### src/prs_consts.vh
/*
 holds register offsets, field positions, masks and timing counts for the
 program rom self-read block. assumes nothing; definitions only.
*/
`ifndef PRS_CONSTS_VH
`define PRS_CONSTS_VH

`define PRS_OFF_DATA_LOW 9'h10c
`define PRS_OFF_ADDR_LOW 9'h10d
`define PRS_OFF_DATA_HIGH 9'h10e
`define PRS_OFF_ADDR_HIGH 9'h10f
`define PRS_OFF_CONTROL 9'h18c

`define PRS_CTRL_RD_BIT 0
`define PRS_CTRL_ONE_BIT 7
`define PRS_ADDR_HIGH_MASK 8'h1f
`define PRS_DATA_HIGH_MASK 8'h3f
`define PRS_ROM_AW 13
`define PRS_ROM_DW 14

`define PRS_FETCH_CYCLES 2'h2

`endif

### src/prs_rom_self_read.v
/*
 program rom self-read block: address, data and control registers on the
 core's special register port, a two-cycle fetch sequencer on the rom port,
 and the gate that stops an external programmer reading a protected rom.
 assumes the core issues at most one register access per enable, that the
 rom answers in the cycle after its strobe, and that clk_en marks each
 instruction cycle.
 a programmer read already in flight when protection rises still completes;
 the rom port is shared, so programmer reads wait for idle gaps.
*/
// Functional notes
// - fetch runs over the next two cycles
// - word valid after second idle instruction
// - data registers hold until next read or software write
// - protected rom refuses external programmer reads
// - internal reads ignore code protection setting
// - control bit seven always reads one
// - unimplemented bits read zero, ignore writes
`timescale 1ns/1ps
`default_nettype none
`include "prs_consts.vh"

module prs_rom_self_read (
   // clock and reset
   input wire clk,
   input wire rst_n,
   input wire clk_en,
   // special register port from the core
   input wire [8:0] sfr_addr,
   input wire sfr_wr,
   input wire sfr_rd,
   input wire [7:0] sfr_wdata,
   output reg [7:0] sfr_rdata,
   // program rom port
   output reg rom_req,
   output reg [12:0] rom_addr,
   input wire [13:0] rom_rdata,
   // external programmer read path
   input wire code_protect,
   input wire prog_rd,
   input wire [12:0] prog_addr,
   output reg prog_rd_ok,
   output reg [13:0] prog_rdata,
   // status
   output reg busy
);

   localparam ST_IDLE = 3'b001;
   localparam ST_FETCH = 3'b010;
   localparam ST_LATCH = 3'b100;

   reg [7:0] addr_low_reg;
   reg [4:0] addr_high_reg;
   reg [7:0] data_low_reg;
   reg [5:0] data_high_reg;
   reg rd_reg;
   reg [2:0] state_reg;
   reg [2:0] state_next;
   reg cp_s1_reg;
   reg cp_s2_reg;
   reg prog_pend_reg;
   reg [7:0] rdata_next;
   reg fetch_wait_reg;
   reg fetch_take_reg;
   reg prog_take_reg;
   wire reg_wr;
   wire self_start;
   wire prog_start;

   function hit;
      input [8:0] a;
      input [8:0] off;
      begin
         hit = (a == off);
      end
   endfunction

   // software writes land only on an instruction cycle while no fetch runs
   assign reg_wr = sfr_wr && clk_en && (state_reg == ST_IDLE);
   assign self_start = clk_en && (state_reg == ST_IDLE) && rd_reg;
   // programmer reads use idle gaps between instruction cycles, one word in flight
   assign prog_start = !clk_en && (state_reg == ST_IDLE) && !rd_reg && prog_rd &&
      !cp_s2_reg &&
      !prog_pend_reg && !prog_take_reg;

   // fetch sequencer: one instruction cycle to strobe and capture, one to clear the request
   always @* begin
      case (state_reg)
         ST_IDLE: state_next = rd_reg ? ST_FETCH : ST_IDLE;
         ST_FETCH: state_next = ST_LATCH;
         ST_LATCH: state_next = ST_IDLE;
         default: state_next = ST_IDLE;
      endcase
   end

   always @* begin
      rdata_next = 8'h00;
      if (hit(sfr_addr, `PRS_OFF_DATA_LOW))
         rdata_next = data_low_reg;
      else if (hit(sfr_addr, `PRS_OFF_ADDR_LOW))
         rdata_next = addr_low_reg;
      else if (hit(sfr_addr, `PRS_OFF_DATA_HIGH))
         rdata_next = {2'b00, data_high_reg};
      else if (hit(sfr_addr, `PRS_OFF_ADDR_HIGH))
         rdata_next = {3'b000, addr_high_reg};
      else if (hit(sfr_addr, `PRS_OFF_CONTROL))
         rdata_next = {1'b1, 6'h00, rd_reg};
   end

   // code protect strap comes from the fuse domain, so synchronise it
   always @(posedge clk or negedge rst_n) begin
      if (!rst_n) begin
         cp_s1_reg <= 1'b1;
         cp_s2_reg <= 1'b1;
      end else begin
         cp_s1_reg <= code_protect;
         cp_s2_reg <= cp_s1_reg;
      end
   end

   // sequencer state and the busy flag move only on instruction cycles
   always @(posedge clk or negedge rst_n) begin
      if (!rst_n) begin
         state_reg <= ST_IDLE;
         busy <= 1'b0;
      end else if (clk_en) begin
         state_reg <= state_next;
         busy <= (state_next != ST_IDLE);
      end
   end

   // address writes are refused mid-fetch so the word stays coherent
   always @(posedge clk or negedge rst_n) begin
      if (!rst_n) begin
         addr_low_reg <= 8'h00;
         addr_high_reg <= 5'h00;
      end else if (reg_wr) begin
         if (hit(sfr_addr, `PRS_OFF_ADDR_LOW))
            addr_low_reg <= sfr_wdata;
         if (hit(sfr_addr, `PRS_OFF_ADDR_HIGH))
            addr_high_reg <= sfr_wdata[4:0];
      end
   end

   // the request bit drops on the last fetch cycle, when no write can land
   always @(posedge clk or negedge rst_n) begin
      if (!rst_n) begin
         rd_reg <= 1'b0;
      end else if (clk_en) begin
         if (state_reg == ST_LATCH)
            rd_reg <= 1'b0;
         else if (reg_wr && hit(sfr_addr, `PRS_OFF_CONTROL) && sfr_wdata[`PRS_CTRL_RD_BIT])
            rd_reg <= 1'b1;
      end
   end

   // the rom answers one cycle after its strobe, so a word is taken two edges later
   always @(posedge clk or negedge rst_n) begin
      if (!rst_n) begin
         rom_req <= 1'b0;
         rom_addr <= 13'h0000;
         fetch_wait_reg <= 1'b0;
         fetch_take_reg <= 1'b0;
         prog_pend_reg <= 1'b0;
         prog_take_reg <= 1'b0;
      end else begin
         rom_req <= self_start || prog_start;
         fetch_wait_reg <= self_start;
         fetch_take_reg <= fetch_wait_reg;
         prog_pend_reg <= prog_start;
         prog_take_reg <= prog_pend_reg;
         if (self_start) begin
            // self read never looks at the protect strap
            rom_addr <= {addr_high_reg, addr_low_reg};
         end else if (prog_start) begin
            rom_addr <= prog_addr;
         end
      end
   end

   // a fetch and a software write never meet, since writes wait for idle
   always @(posedge clk or negedge rst_n) begin
      if (!rst_n) begin
         data_low_reg <= 8'h00;
         data_high_reg <= 6'h00;
      end else if (fetch_take_reg) begin
         data_low_reg <= rom_rdata[7:0];
         data_high_reg <= rom_rdata[13:8];
      end else if (reg_wr) begin
         if (hit(sfr_addr, `PRS_OFF_DATA_LOW))
            data_low_reg <= sfr_wdata;
         if (hit(sfr_addr, `PRS_OFF_DATA_HIGH))
            data_high_reg <= sfr_wdata[5:0];
      end
   end

   // refused reads show zero rather than the last word served
   always @(posedge clk or negedge rst_n) begin
      if (!rst_n) begin
         prog_rd_ok <= 1'b0;
         prog_rdata <= 14'h0000;
      end else begin
         prog_rd_ok <= prog_take_reg;
         if (prog_take_reg)
            prog_rdata <= rom_rdata;
         else if (prog_rd && cp_s2_reg)
            prog_rdata <= 14'h0000;
      end
   end

   // read data is registered and holds between reads
   always @(posedge clk or negedge rst_n) begin
      if (!rst_n)
         sfr_rdata <= 8'h00;
      else if (sfr_rd)
         sfr_rdata <= rdata_next;
   end

endmodule
`default_nettype wire

### config.mk
export PLATFORM = sky130hd
export DESIGN_NAME = prs_rom_self_read
export DESIGN_NICKNAME = d
export VERILOG_FILES = /design/src/prs_rom_self_read.v
export VERILOG_INCLUDE_DIRS = /design/src
export SDC_FILE = /design/constraint.sdc
export NUM_CORES = 1
export LEC_CHECK = 0
export BUFFER_PORTS_ARGS = -buffer_cell sky130_fd_sc_hd__buf_2
export CAP_MARGIN = 20
export CORE_MARGIN = 2
export CORE_UTILIZATION = 52
export DETAILED_ROUTE_END_ITERATION = 12
export GPL_ROUTABILITY_DRIVEN = 1
export PLACE_DENSITY = 0.84
export SLEW_MARGIN = 40
export SYNTH_ARGS = -nofsm -noshare
export SYNTH_HDL_FRONTEND = slang
export SYNTH_SLANG_ARGS = --single-unit
### constraint.sdc
create_clock -name clk -period 2.4 [get_ports clk]
set_input_delay 0 -clock clk [delete_from_list [all_inputs] [get_ports clk]]
set_output_delay 0 -clock clk [all_outputs]
set_load 0.02 [all_outputs]
==> out/results.txt <==
status - completed
Worst Setup End Kind - register
clk_lat worst skew - 350 ps
post-DR vias/cell - 5.49
crit-path max FO - 8
Post-Layout Cell Count - 487
Total Routing Usage GR - 24.4%
FF-to-FF Start - state_reg[0]
ys async rst share - 100%
hold_sp - sfr_addr[7]
Routed Antenna Nets - 0
Clk pin slew, worst setup/hold paths - 70 ps
setup tns final - 0 ps
crit start category - input pin
die width - 84.9 µm
sequential area share after synthesis - 55.3%
drt first-iter violations - 170
fin crit period - 2210 ps
slowest stage cell, crit path - or4_4
Place WS - 253 ps
Setup CP Type - input pin to register
Max Cap Violations - 0
Starting Density - 53.5%
CTS tree - done
total CTS buffers - 9
syn_nets - 329
Placed Area - 0.00390 mm²
Largest Register - prog_rdata
worst ir drop on vdd - 483 µV
Tightest Hold Check Type - input pin to register
vias in the first global route - 2816
Finished Cell Area - 0.00447 mm²
Antenna Cells - 0
Largest register FFs - 14
post-synthesis register bit count - 75
Final Power - 2.82 mW
cell count after synthesis - 278
top cells by count, synth - dfrtp_1 (72), mux2_2 (35), a21oi_1 (17)
most instantiated library cell after synthesis - dfrtp_1
row cnt - 29
Slew @ Worst Pin - 689 ps
DRT Pass-1 Iters - 4
largest cells by area after synthesis - dfrtp_1 (53%), mux2_2 (12%), mux2i_1 (4.1%), a22o_1 (3.6%), mux2_1 (2.6%)
biggest regs - prog_rdata x14, rom_addr x13
Core Region - 0.00635 mm²
RSZ-0062 raised after global routing - false
clock network fraction of design power - 29.2%
Die Ht - 84.9 µm
Root Buffer - clkbuf_8
H-tree Lvls - 3
CP top delay family - simple AND/OR/NAND/NOR gates
relative slew slack - 54.1%
I/O pin count - 89
dpl hpwl - 5460 µm
Sw Pwr - 0.800 mW
Leakage - 2.32 nW
CP bufs+invs - 2
P_int - 2.02 mW
final core occ - 70.4%
layout cells sized above 1 - 37.1%
total gr overflow - 0
final worst slack - 189 ps
Worst Path Arrival - 2440 ps
clock net sink count - 75
post-synth top area share - 53.0%
Die ar. - 0.00720 mm²
# DRC - 0
pin count of the biggest net entering global routing - 76
Vias - 2672
Logic pwr share - 19.5%
Setup Skew - 7.25 ps
Pins Over Slew Limit - 0
setup violators final - 0
dominant synthesized flop cell - dfrtp_1
Cell Pwr Density - 631 mW/mm²
Nets - 457
cell taking the most area after synthesis - dfrtp_1
final WL - 8270 µm
Mapped Area - 0.00340 mm²
CP dominant cell by count - mux2_2
Tcrit/Tclk final - 92.1%
Post-synth EDFFs - 0
first-pass GRT wire length - 13600 µm
Sw Ratio - 28.4%
CTS Buffer Depth - 2
initial antenna violation count - 0
Final Hold Fails - 0
yosys warns - 0
drt wl/cell - 17.0 µm
Seq pwr share - 51.3%
Critical Path Max Stage Delay - 600 ps
gpl congestion - 0.871
DP Cell Count - 431
syn avg cell area - 12.2 µm²
PortBufs - 88
# Post-CTS Setup Buffers - 0
worst hold slack - 67.0 ps
Distinct cells, synth - 40
Layout area overhead - 31.6%
CP Cell Sequence - dlygate4sd3_1 -> buf_2 -> or4_4 -> nor4_4 -> mux2_2 -> mux2_2
Crit. Startpoint - sfr_addr[4]
maximum clock rate - 0.452 GHz
Worst EP required - 2630 ps
layout make-up:
class	instances	area, µm²
Fill cell	435	1880
Multi-Input combinational cell	176	1410
Clock buffer	12	145
Tap cell	77	96.3
Timing Repair Buffer	132	877
Inverter	12	45.0
Clock inverter	3	15.0
Sequential cell	75	1880
kinds of logic (layout without fill, tap and decap cells):
family / after synthesis / count (layout) / synth area share, %
AO/OA/AOI/OAI: 61 / 61 / 11.9
buffers and inverters: 27 / 159 / 3.28
AND/OR/NAND/NOR: 58 / 58 / 11.2
multiplexers: 57 / 57 / 18.4
flip-flops: 75 / 75 / 55.3
tightest hold or removal path: cells and delay by family:
kind            cells  cell delay, ps
compound gates      2             230
simple gates        1              40
buf+inv             1             100
path summary, 6_finish.rpt:
path	to	slack [ps]	cells past startpoint
worst min register to register	cp_s2_reg	360	0
worst max register to register	data_high_reg[5]	190	4
max in group asynchronous	sfr_rdata[0]	1660	3
min in group asynchronous	prog_rdata[4]	290	3
worst min-delay path	sfr_rdata[7]	70	4
worst max-delay path	data_high_reg[5]	190	6
layout by cell type (no fill, tap or decap), types with 4 or more instances in the layout:
cell type,instances
o211ai_1,4
nor2_1,16
nand2_1,5
o21ai_0,10
nand2b_1,10
mux2_1,8
a31oi_1,5
dfrtp_1,72
mux2_2,35
a22o_1,14
dlygate4sd3_1,41
buf_2,88
o22ai_1,5
clkbuf_8,10
inv_1,12
a21oi_1,16
mux2i_1,14
power groups by stage:
stage               Combinational [mW]  Clock, mW  Sequential, mW
finish                           0.550      0.823            1.45
global route                     0.598      0.890            1.46
CTS                              0.547      0.829            1.45
detailed placement               0.495          0            1.47
global placement                 0.479          0            1.46
floorplan                        0.183          0            1.57
timing repair:
| action | 4_1_cts | 5_1_grt |
|---|---|---|
| endpoints found under the hold margin | 132 | 0 |
| resized for setup | 0 | 0 |
| endpoints found under the setup margin | 0 | 0 |
| hold buffers | 41 | 0 |
layer usage:
| metal | global-route usage (%) | share of wire [%] |
|---|---|---|
| met1 | 31.4 | 43 |
| met2 | 41.1 | 49 |
| met3 | 5.45 | 5.5 |
| met4 | 8.66 | 2.3 |
| met5 | 0 | 0 |
Power figures use the tool's default switching activity.
